**src/logic/smcfg_pkg.sv**
```systemverilog
// shared constants, buffer layout, runtime register map and types
package smcfg_pkg;

  // ****************************************************************
  // buffer layout
  // ****************************************************************
  localparam int BUF_DEPTH = 128;
  localparam logic [6:0] OFF_DIR = 7'h00;
  localparam logic [6:0] OFF_LEN = 7'h01;
  localparam logic [6:0] OFF_AHI = 7'h02;
  localparam logic [6:0] OFF_ALO = 7'h03;
  localparam logic [6:0] OFF_DATA = 7'h04;
  localparam logic [6:0] OFF_PAY1 = 7'h02;
  localparam logic [6:0] OFF_PAY2 = 7'h03;
  localparam logic [6:0] OFF_LINE = 7'h03;
  // last data index that still lands inside the buffer
  localparam logic [7:0] DATA_LAST = 8'h7b;
  localparam logic [7:0] DIR_WRITE = 8'h00;
  localparam logic [7:0] DIR_READ = 8'h01;
  localparam logic [7:0] BYTE_LEN = 8'h01;

  // ****************************************************************
  // command codes
  // ****************************************************************
  localparam logic [15:0] CMD_LINE = 16'h0083;
  localparam logic [15:0] CMD_CHG_BYTE_RD = 16'h0084;
  localparam logic [15:0] CMD_CHG_BYTE_WR = 16'h0085;
  localparam logic [15:0] CMD_CHG_BLK_RD = 16'h0086;
  localparam logic [15:0] CMD_CHG_BLK_WR = 16'h0087;
  localparam logic [15:0] CMD_CFG_ACCESS = 16'h9937;

  // ****************************************************************
  // runtime register map
  // ****************************************************************
  localparam int NREG = 45;
  localparam int NSTAT = 9;
  localparam logic [15:0] CFG_ADDR [NREG] = '{
    16'h0806, 16'h0807, 16'h0808, 16'h0809, 16'h082d, 16'h082f,
    16'h0831, 16'h0833, 16'h0835, 16'h0837, 16'h0839, 16'h083b,
    16'h083d, 16'h083f, 16'h092e, 16'h0932, 16'h0936, 16'h093a,
    16'h093e, 16'h3c00, 16'h3c04, 16'h3c08, 16'h3c0c, 16'h3c20,
    16'h3c24, 16'h3c28, 16'h3c2c, 16'h5246, 16'h525a, 16'h525b,
    16'h60ca, 16'h60cc, 16'h61c0, 16'h64ca, 16'h64cc, 16'h65c0,
    16'h68ca, 16'h68cc, 16'h69c0, 16'h6cca, 16'h6ccc, 16'h6dc0,
    16'h70ca, 16'h70cc, 16'h71c0};
  localparam logic [7:0] CFG_INIT [NREG] = '{
    8'h00, 8'h00, 8'h00, 8'h00, 8'h00, 8'h00, 8'h00, 8'h00, 8'h00,
    8'h00, 8'h00, 8'h00, 8'hfe, 8'h00, 8'h00, 8'h00, 8'h00, 8'h00,
    8'h00, 8'h03, 8'h03, 8'h03, 8'h03, 8'h01, 8'h01, 8'h01, 8'h01,
    8'h00, 8'h00, 8'h00, 8'h00, 8'h00, 8'h00, 8'h00, 8'h00, 8'h00,
    8'h00, 8'h00, 8'h00, 8'h00, 8'h00, 8'h00, 8'h00, 8'h00, 8'h00};
  // status input slot per register, -1 for stored registers
  localparam int CFG_SLOT [NREG] = '{
    -1, -1, -1, -1, -1, -1, -1, -1, -1, -1, 0, 1, -1, -1, -1,
    -1, -1, 2, -1, -1, -1, -1, -1, -1, -1, -1, -1, 3, -1, -1,
    -1, -1, 4, -1, -1, 5, -1, -1, 6, -1, -1, 7, -1, -1, 8};
  localparam int IDX_FAULT_PULLUP = 12;

  // ****************************************************************
  // types
  // ****************************************************************
  typedef enum logic [5:0] {
    ST_IDLE = 6'b000001,
    ST_LINE = 6'b000010,
    ST_CHG_REQ = 6'b000100,
    ST_CHG_WAIT = 6'b001000,
    ST_CFG = 6'b010000,
    ST_DONE = 6'b100000
  } smcfg_state_e;

  typedef struct packed {
    logic req;
    logic we;
    logic [7:0] addr;
    logic [7:0] wdata;
  } smcfg_chg_s;

endpackage

```
**src/logic/smcfg_core.sv**
```systemverilog
// command interpreter for the buffer, charger pass-through and registers
// Behaviour
// line status bit 1 set when minus line above full-speed threshold
// line status bit 0 from plus line; bits 7 to 2 reserved
// master puts port mask in first payload byte, bit 0 upstream
// charger byte read: address from payload 1, result to payload 2
// charger byte write: payload 2 written at payload 1 address
// charger block read: count from payload 2, results fill onward
// charger block write: following bytes written to consecutive addresses
// attach loads every runtime register with its initial value
// status registers have no initial value, follow live conditions
// access command decodes buffer from offset zero as descriptor
// buffer byte zero: 0 requests write, 1 requests read
// buffer byte one holds the number of bytes transferred
// bytes two and three hold register address, high byte first
// register data sits from byte four, written or filled by length
// master loads buffer with address, count, then descriptor and data
// master loads buffer first, then issues the access command
// access command is bytes 99h 37h then a 00h completion byte
// master reads results from offset four, may stop early
// result bytes not visible until the current command has finished
// reserved bits ignored on write and read as zero
module smcfg_core #(
  parameter int P_NUM_PORTS = 5
) (
  input wire logic i_sys_clk,
  input wire logic i_rst_n,
  input wire logic i_clk_en,
  input wire logic i_buf_we,
  input wire logic i_buf_re,
  input wire logic [6:0] i_buf_addr,
  input wire logic [7:0] i_buf_wdata,
  output logic [7:0] o_buf_rdata,
  input wire logic i_cmd_valid,
  input wire logic [15:0] i_cmd_code,
  output logic o_cmd_busy,
  output logic o_cmd_done,
  input wire logic i_attach,
  input wire logic [P_NUM_PORTS-1:0] i_line_plus,
  input wire logic [P_NUM_PORTS-1:0] i_line_minus,
  input wire logic [smcfg_pkg::NSTAT-1:0][7:0] i_status_vals,
  output smcfg_pkg::smcfg_chg_s o_chg,
  input wire logic i_chg_ack,
  input wire logic [7:0] i_chg_rdata,
  output logic [smcfg_pkg::NREG-1:0][7:0] o_cfg_regs
);

  // ****************************************************************
  // state
  // ****************************************************************
  smcfg_pkg::smcfg_state_e st_q, st_d;
  logic [15:0] code_q, code_d;
  logic [15:0] base_q, base_d;
  logic [7:0] len_q, len_d;
  logic [7:0] idx_q, idx_d;
  logic dir_rd_q, dir_rd_d;
  logic [7:0] rdata_q, rdata_d;
  smcfg_pkg::smcfg_chg_s chg_q, chg_d;
  logic [7:0] mem_q [smcfg_pkg::BUF_DEPTH];
  logic [7:0] cfg_q [smcfg_pkg::NREG];
  logic [7:0] cfg_d [smcfg_pkg::NREG];

  logic mem_we;
  logic [6:0] mem_waddr;
  logic [7:0] mem_wdata;
  logic [15:0] reg_addr;
  logic reg_hit;
  logic reg_is_stat;
  logic [5:0] reg_k;
  logic [7:0] reg_val;
  logic [7:0] mask;
  logic [6:0] data_addr;
  logic chg_is_rd;
  logic chg_is_blk;
  logic last_item;
  logic cfg_we;

  assign mask = mem_q[smcfg_pkg::OFF_PAY1];
  assign data_addr = smcfg_pkg::OFF_DATA + idx_q[6:0];
  assign chg_is_rd = (code_q == smcfg_pkg::CMD_CHG_BYTE_RD) ||
                     (code_q == smcfg_pkg::CMD_CHG_BLK_RD);
  assign chg_is_blk = (code_q == smcfg_pkg::CMD_CHG_BLK_RD) ||
                      (code_q == smcfg_pkg::CMD_CHG_BLK_WR);
  // a count past the buffer end is cut short, not wrapped onto the header
  assign last_item = (idx_q + 8'h01 == len_q) ||
                     (idx_q == smcfg_pkg::DATA_LAST);
  assign reg_addr = base_q + {8'h00, idx_q};

  // ****************************************************************
  // runtime register lookup
  // ****************************************************************
  always_comb begin
    reg_hit = 1'b0;
    reg_is_stat = 1'b0;
    reg_k = 6'h00;
    reg_val = 8'h00;
    for (int k = 0; k < smcfg_pkg::NREG; k++) begin
      if (reg_addr == smcfg_pkg::CFG_ADDR[k]) begin
        reg_hit = 1'b1;
        reg_k = 6'(k);
        if (smcfg_pkg::CFG_SLOT[k] >= 0) begin
          // status registers read the live inputs
          reg_is_stat = 1'b1;
          reg_val = i_status_vals[smcfg_pkg::CFG_SLOT[k]];
        end else begin
          reg_val = cfg_q[k];
        end
      end
    end
  end

  // ****************************************************************
  // command engine, next values
  // ****************************************************************
  always_comb begin
    st_d = st_q;
    code_d = code_q;
    base_d = base_q;
    len_d = len_q;
    idx_d = idx_q;
    dir_rd_d = dir_rd_q;
    chg_d = chg_q;
    rdata_d = rdata_q;
    mem_we = 1'b0;
    mem_waddr = i_buf_addr;
    mem_wdata = i_buf_wdata;
    cfg_we = 1'b0;
    // host owns the buffer only while idle; half-written results
    // never leak out
    if (st_q == smcfg_pkg::ST_IDLE) begin
      if (i_buf_we) begin
        mem_we = 1'b1;
      end
      if (i_buf_re) begin
        rdata_d = mem_q[i_buf_addr];
      end
    end else begin
      rdata_d = 8'h00;
    end
    case (st_q)
      smcfg_pkg::ST_IDLE: begin
        if (i_cmd_valid) begin
          code_d = i_cmd_code;
          idx_d = 8'h00;
          if (i_cmd_code == smcfg_pkg::CMD_LINE) begin
            st_d = smcfg_pkg::ST_LINE;
          end else if (i_cmd_code == smcfg_pkg::CMD_CHG_BYTE_RD ||
                       i_cmd_code == smcfg_pkg::CMD_CHG_BYTE_WR) begin
            base_d = {8'h00, mem_q[smcfg_pkg::OFF_PAY1]};
            len_d = smcfg_pkg::BYTE_LEN;
            st_d = smcfg_pkg::ST_CHG_REQ;
          end else if (i_cmd_code == smcfg_pkg::CMD_CHG_BLK_RD ||
                       i_cmd_code == smcfg_pkg::CMD_CHG_BLK_WR) begin
            base_d = {8'h00, mem_q[smcfg_pkg::OFF_PAY1]};
            len_d = mem_q[smcfg_pkg::OFF_PAY2];
            if (mem_q[smcfg_pkg::OFF_PAY2] == 8'h00) begin
              st_d = smcfg_pkg::ST_DONE;
            end else begin
              st_d = smcfg_pkg::ST_CHG_REQ;
            end
          end else if (i_cmd_code == smcfg_pkg::CMD_CFG_ACCESS) begin
            // descriptor decoded from offset zero
            dir_rd_d = (mem_q[smcfg_pkg::OFF_DIR] ==
                        smcfg_pkg::DIR_READ);
            len_d = mem_q[smcfg_pkg::OFF_LEN];
            base_d = {mem_q[smcfg_pkg::OFF_AHI],
                      mem_q[smcfg_pkg::OFF_ALO]};
            // an undefined direction code writes no register and goes straight to done
            if (mem_q[smcfg_pkg::OFF_LEN] == 8'h00 ||
                (mem_q[smcfg_pkg::OFF_DIR] != smcfg_pkg::DIR_READ &&
                 mem_q[smcfg_pkg::OFF_DIR] != smcfg_pkg::DIR_WRITE)) begin
              st_d = smcfg_pkg::ST_DONE;
            end else begin
              st_d = smcfg_pkg::ST_CFG;
            end
          end else begin
            st_d = smcfg_pkg::ST_DONE;
          end
        end
      end
      smcfg_pkg::ST_LINE: begin
        // one status byte per port, unselected ports read zero
        mem_we = 1'b1;
        mem_waddr = smcfg_pkg::OFF_LINE + idx_q[6:0];
        mem_wdata = 8'h00;
        if (mask[idx_q[2:0]]) begin
          mem_wdata[1] = i_line_minus[idx_q[2:0]];
          mem_wdata[0] = i_line_plus[idx_q[2:0]];
        end
        idx_d = idx_q + 8'h01;
        if (idx_q == 8'(P_NUM_PORTS - 1)) begin
          st_d = smcfg_pkg::ST_DONE;
        end
      end
      smcfg_pkg::ST_CHG_REQ: begin
        chg_d.req = 1'b1;
        chg_d.we = !chg_is_rd;
        chg_d.addr = base_q[7:0] + idx_q;
        if (chg_is_blk) begin
          chg_d.wdata = mem_q[data_addr];
        end else begin
          chg_d.wdata = mem_q[smcfg_pkg::OFF_PAY2];
        end
        st_d = smcfg_pkg::ST_CHG_WAIT;
      end
      smcfg_pkg::ST_CHG_WAIT: begin
        if (i_chg_ack) begin
          chg_d.req = 1'b0;
          if (chg_is_rd) begin
            mem_we = 1'b1;
            mem_wdata = i_chg_rdata;
            if (chg_is_blk) begin
              mem_waddr = data_addr;
            end else begin
              mem_waddr = smcfg_pkg::OFF_PAY2;
            end
          end
          idx_d = idx_q + 8'h01;
          if (last_item) begin
            st_d = smcfg_pkg::ST_DONE;
          end else begin
            st_d = smcfg_pkg::ST_CHG_REQ;
          end
        end
      end
      smcfg_pkg::ST_CFG: begin
        // one register byte per cycle
        if (dir_rd_q) begin
          mem_we = 1'b1;
          mem_waddr = data_addr;
          mem_wdata = reg_val;
        end else if (reg_hit && !reg_is_stat) begin
          cfg_we = 1'b1;
        end
        idx_d = idx_q + 8'h01;
        if (last_item) begin
          st_d = smcfg_pkg::ST_DONE;
        end
      end
      smcfg_pkg::ST_DONE: begin
        st_d = smcfg_pkg::ST_IDLE;
      end
      default: begin
        st_d = smcfg_pkg::ST_IDLE;
      end
    endcase
  end

  // ****************************************************************
  // runtime registers, next values
  // ****************************************************************
  always_comb begin
    for (int k = 0; k < smcfg_pkg::NREG; k++) begin
      cfg_d[k] = cfg_q[k];
      if (i_attach) begin
        // attach wins over a register write in the same cycle
        cfg_d[k] = smcfg_pkg::CFG_INIT[k];
      end else if (cfg_we && reg_k == 6'(k)) begin
        cfg_d[k] = mem_q[data_addr];
      end
    end
  end

  // ****************************************************************
  // registers
  // ****************************************************************
  always_ff @(posedge i_sys_clk or negedge i_rst_n) begin
    if (!i_rst_n) begin
      st_q <= smcfg_pkg::ST_IDLE;
      code_q <= 16'h0000;
      base_q <= 16'h0000;
      len_q <= 8'h00;
      idx_q <= 8'h00;
      dir_rd_q <= 1'b0;
      chg_q <= '0;
      rdata_q <= 8'h00;
      for (int k = 0; k < smcfg_pkg::NREG; k++) begin
        cfg_q[k] <= smcfg_pkg::CFG_INIT[k];
      end
    end else if (i_clk_en) begin
      st_q <= st_d;
      code_q <= code_d;
      base_q <= base_d;
      len_q <= len_d;
      idx_q <= idx_d;
      dir_rd_q <= dir_rd_d;
      chg_q <= chg_d;
      rdata_q <= rdata_d;
      for (int k = 0; k < smcfg_pkg::NREG; k++) begin
        cfg_q[k] <= cfg_d[k];
      end
    end
  end

  // buffer is plain storage, no reset so it maps onto ram
  always_ff @(posedge i_sys_clk) begin
    if (i_clk_en && mem_we) begin
      mem_q[mem_waddr] <= mem_wdata;
    end
  end

  assign o_buf_rdata = rdata_q;
  assign o_cmd_busy = (st_q != smcfg_pkg::ST_IDLE);
  assign o_cmd_done = (st_q == smcfg_pkg::ST_DONE);
  assign o_chg = chg_q;
  always_comb begin
    for (int k = 0; k < smcfg_pkg::NREG; k++) begin
      o_cfg_regs[k] = cfg_q[k];
    end
  end
endmodule

```
**config.mk**
```make
export PLATFORM = sky130hd
export DESIGN_NAME = smcfg_core
export DESIGN_NICKNAME = d
export VERILOG_FILES = /design/src/logic/smcfg_pkg.sv /design/src/logic/smcfg_core.sv
export SDC_FILE = /design/constraint.sdc
export NUM_CORES = 2
export LEC_CHECK = 0
export CORE_MARGIN = 2
export CORE_UTILIZATION = 44
export DETAILED_ROUTE_END_ITERATION = 6
export DONT_BUFFER_PORTS = 1
export SYNTH_ARGS = -nofsm -noshare
export SYNTH_HDL_FRONTEND = slang
export SYNTH_SLANG_ARGS = --single-unit
```
**constraint.sdc**
```tcl
create_clock -name i_sys_clk -period 12.6 [get_ports i_sys_clk]
set_input_delay 1.26 -clock i_sys_clk [delete_from_list [all_inputs] [get_ports i_sys_clk]]
set_output_delay 1.26 -clock i_sys_clk [all_outputs]
set_load 0.01 [all_outputs]
```
==> metrics.md <==
| Metric | Value |
|---|---|
| Combinational group share of total power | 4.4% |
| Initial Utilization | 44.4% |
| Asr flop ratio synth | 30.1% |
| Status | finished, violations left |
| Most common cell after layout, fill and taps aside | edfxtp_1 |
| IO buf count | 0 |
| Syn Std Cell Area | 75300 sq um |
| Placed Cells | 7338 |
| Syn_area_per_cell | 13.9 sq um |
| Sw Ratio | 22.8% |
| Synth Register Bits | 1465 |
| Vias in the first global route | 52000 |
| Final Wtd Congestion | 1.06 |
| Initial antenna violation count | 27 |
| Layout overhead on the synthesized area | 10.3% |
| Commonest cells after routing, fill and taps aside | 1024 x edfxtp_1, 500 x mux4_2, 418 x dfrtp_1 |
| TritonCTS clock tree | built |
| Post-Route Skew | 0.0491 ns |
| Final Hold Fails | 0 |
| First-pass GRT wire length | 422 mm |
| GR Overflow Total | 0 |
| DP HPWL | 210 mm |
| CTS Buf Count | 161 |
| Iter 0 DRT Violations | 6917 |
| Vias per std cell | 6.99 |
| Static Leak | 27.7 nW |
| Critical path fanouts, max | 71 |
| Max cap viols | 1 |
| RSZ-0062 raised after global routing | no |
| Chip Height | 418 microns |
| Tot Pwr | 10.6 mW |
| Failing checks | DRC, capacitance limit, slew limit |
| Netlist cell types | 111 |
| Power density over cell area | 127 nW/um^2 |
| Max clock buf depth | 3 |
| Final-layout fill cell count | 14500 |
| Ratio of final minimum period to clock period | 72.2% |
| Dominant synthesized flop cell | edfxtp_1 |
| Slew HR | -10.8% |
| Die width | 418 microns |
| Initial DRT Pass Iterations | 7 |
| Sequential area share after synthesis | 55.5% |
| CTS Sinks | 1465 |
| Cells after Synth | 5414 |
| Seq. cell area | 41800 sq um |
| Clock Latency Late Sink | 0.83 ns |
| Final std cells w/o fill | 7654 |
| Wirelength per Cell | 39.6 microns |
| Antenna viol nets, final | 0 |
| I/O pin count | 517 |
| Largest net degree at the start of global routing | 442 |
| Min-delay worst type | in -> async |
| Count of pins over their slew limit | 73 |
| Multi-input gate area | 31900 sq um |
| PostCTS Resize Cnt | 0 |
| Int Pwr | 8.15 mW |
| H-tree depth | 4 |
| Site Rows | 151 |
| Crit path launch type | flip-flop |
| Setup_tns | 0 ns |
| FMAX | 0.110 GHz |
| Vias | 53500 |
| VDD IR max | 121 uV |
| Die ar. | 174000 sq um |
| Core area | 170000 sq um |
| Drt total wl | 303 mm |
| Root Buffer Master | clkbuf_16 |
| Setup CP Type | reg -> reg |
| Critical Path RT | 13.03 ns |
| Hold buffers post-CTS | 0 |
| Share of layout cells above drive strength 1 | 19.4% |
| Post-synth net total | 5558 |
| Hold WS | 0.146 ns |
| Gr usage total | 34.3% |
| YS warnings | 0 |
| DRC Markers | 1 |
| Final Net Count | 5427 |
| Sequential share of power | 50.8% |
| CP Data Arrival Time | 9.53 ns |
| Worst-Margin Slew | 1.65 ns |
| Setup crit end kind | flip-flop |
| Final setup viols | 0 |
| Reg clk slew, reported paths | 0.06 ns |
| Part of the power in the clock network | 44.7% |
| Minimum clock period | 9.10 ns |
| Switching power | 2.41 mW |
| # Post-CTS Setup Buffers | 0 |
| Number of synthesized flops with an enable pin | 1024 |
==> power by group through the flow <==
| stage | Sequential (mW) | Combinational [mW] | Clock, mW |
|---|---|---|---|
| after floorplan | 5.42 | 0.368 | 0 |
| after global placement | 5.46 | 0.453 | 0 |
| after detailed placement | 5.46 | 0.461 | 0 |
| after CTS | 5.37 | 0.462 | 4.76 |
| after global routing | 5.37 | 0.492 | 4.95 |
| final | 5.37 | 0.469 | 4.72 |
==> synth_stat cells, types with 27 or more instances <==
| library cell | n | area (sq um) |
|---|---|---|
| and2_1 | 94 | 588 |
| edfxtp_1 | 1024 | 30700 |
| mux4_2 | 500 | 11300 |
| nand2_1 | 338 | 1270 |
| a22oi_1 | 29 | 218 |
| nand4_1 | 51 | 319 |
| buf_2 | 65 | 325 |
| buf_1 | 58 | 218 |
| a21oi_1 | 185 | 926 |
| mux2i_1 | 397 | 3970 |
| nor2_1 | 314 | 1180 |
| o22ai_1 | 51 | 319 |
| a22o_1 | 32 | 280 |
| clkbuf_1 | 298 | 1120 |
| a31oi_1 | 62 | 388 |
| nor4_1 | 45 | 282 |
| nand3_1 | 117 | 586 |
| inv_1 | 37 | 139 |
| mux2_2 | 27 | 304 |
| dfrtp_1 | 421 | 10500 |
| o21ai_0 | 261 | 1310 |
| o2bb2ai_1 | 230 | 2010 |
| o211ai_1 | 39 | 293 |
| nor3_1 | 68 | 340 |
| a221oi_1 | 56 | 490 |
| a2111oi_0 | 28 | 245 |
| a211oi_1 | 98 | 736 |
==> state kept, by name, summed over array words and instances (netlist names) <==
register and count:
o_chg 18, o_cfg_regs 360, st_q 6, idx_q 8
base_q 16, mem_q 1024, dir_rd_q 1, code_q 16
o_buf_rdata 8, len_q 8
==> cells by family (layout without fill, tap and decap cells) <==
kind of cell             count (synthesis)  after routing  share of synthesized area, %
AO/OA/AOI/OAI                         1290           1290                          12.3
XOR/XNOR                                29             29                         0.337
adder cells (fa/ha/maj)                 15             15                         0.259
buffers and inverters                  471            472                          2.54
flip-flops                            1465           1465                          55.5
multiplexers                           924            924                          20.6
other                                    0             21                             0
AND/OR/NAND/NOR                       1220           1220                          8.40
==> through the flow <==
stage	utilization, %	cell area (sq um)	worst slack [ns]
floorplan	-	75300	1.59
global placement	45.8	77700	3.69
detailed placement	45.8	77700	3.83
CTS	48.9	83000	3.78
global route	48.9	83000	3.65
finish	48.9	83000	3.50
==> final timing paths <==
path	from	depth (start not counted)	slack [ns]	endpoint
setup / recovery	idx_q[1]	16	3.50	mem_q[113][0]
hold / removal	i_rst_n	0	0.15	o_cfg_regs[2]
setup reg to reg	idx_q[1]	16	3.50	mem_q[113][0]
hold reg to reg	base_q[3]	2	0.50	base_q[3]
max in group asynchronous	i_rst_n	0	11.18	o_cfg_regs[218]
min in group i_sys_clk	base_q[3]	2	0.50	base_q[3]
==> critical path, stage by stage (launching register included) <==
cell	delay [ns]
dfrtp_4	0.54
clkinv_1	0.48
fa_2	0.73
buf_4	0.44
nand2b_1	0.32
nor2_1	0.58
and3_1	0.70
nand4_1	0.27
nor4_2	0.77
nand3_1	0.30
o221ai_1	0.30
o21ai_0	0.18
nand4b_1	0.63
a311oi_1	1.43
nor3_2	0.04
buf_4	0.36
buf_4	0.48
==> per-layer routing <==
layer	wire length, microns	up-vias	global-route usage (%)
met3	27200	754	7.77
met4	22100	2	21.0
met2	146000	3176	56.0
li1	-	21800	-
met5	11	-	0
met1	107000	27800	41.4
==> final cells by class <==
class	instances	share of cell area (%)
antenna	21	0.0633
multi-input combinational	3478	38.4
clock inverter	79	0.936
tap	2218	3.34
clock buffer	216	5.41
timing repair buffer	137	1.31
inverter	40	0.196
sequential	1465	50.4
Note: power is estimated with default switching activity, not from simulation.
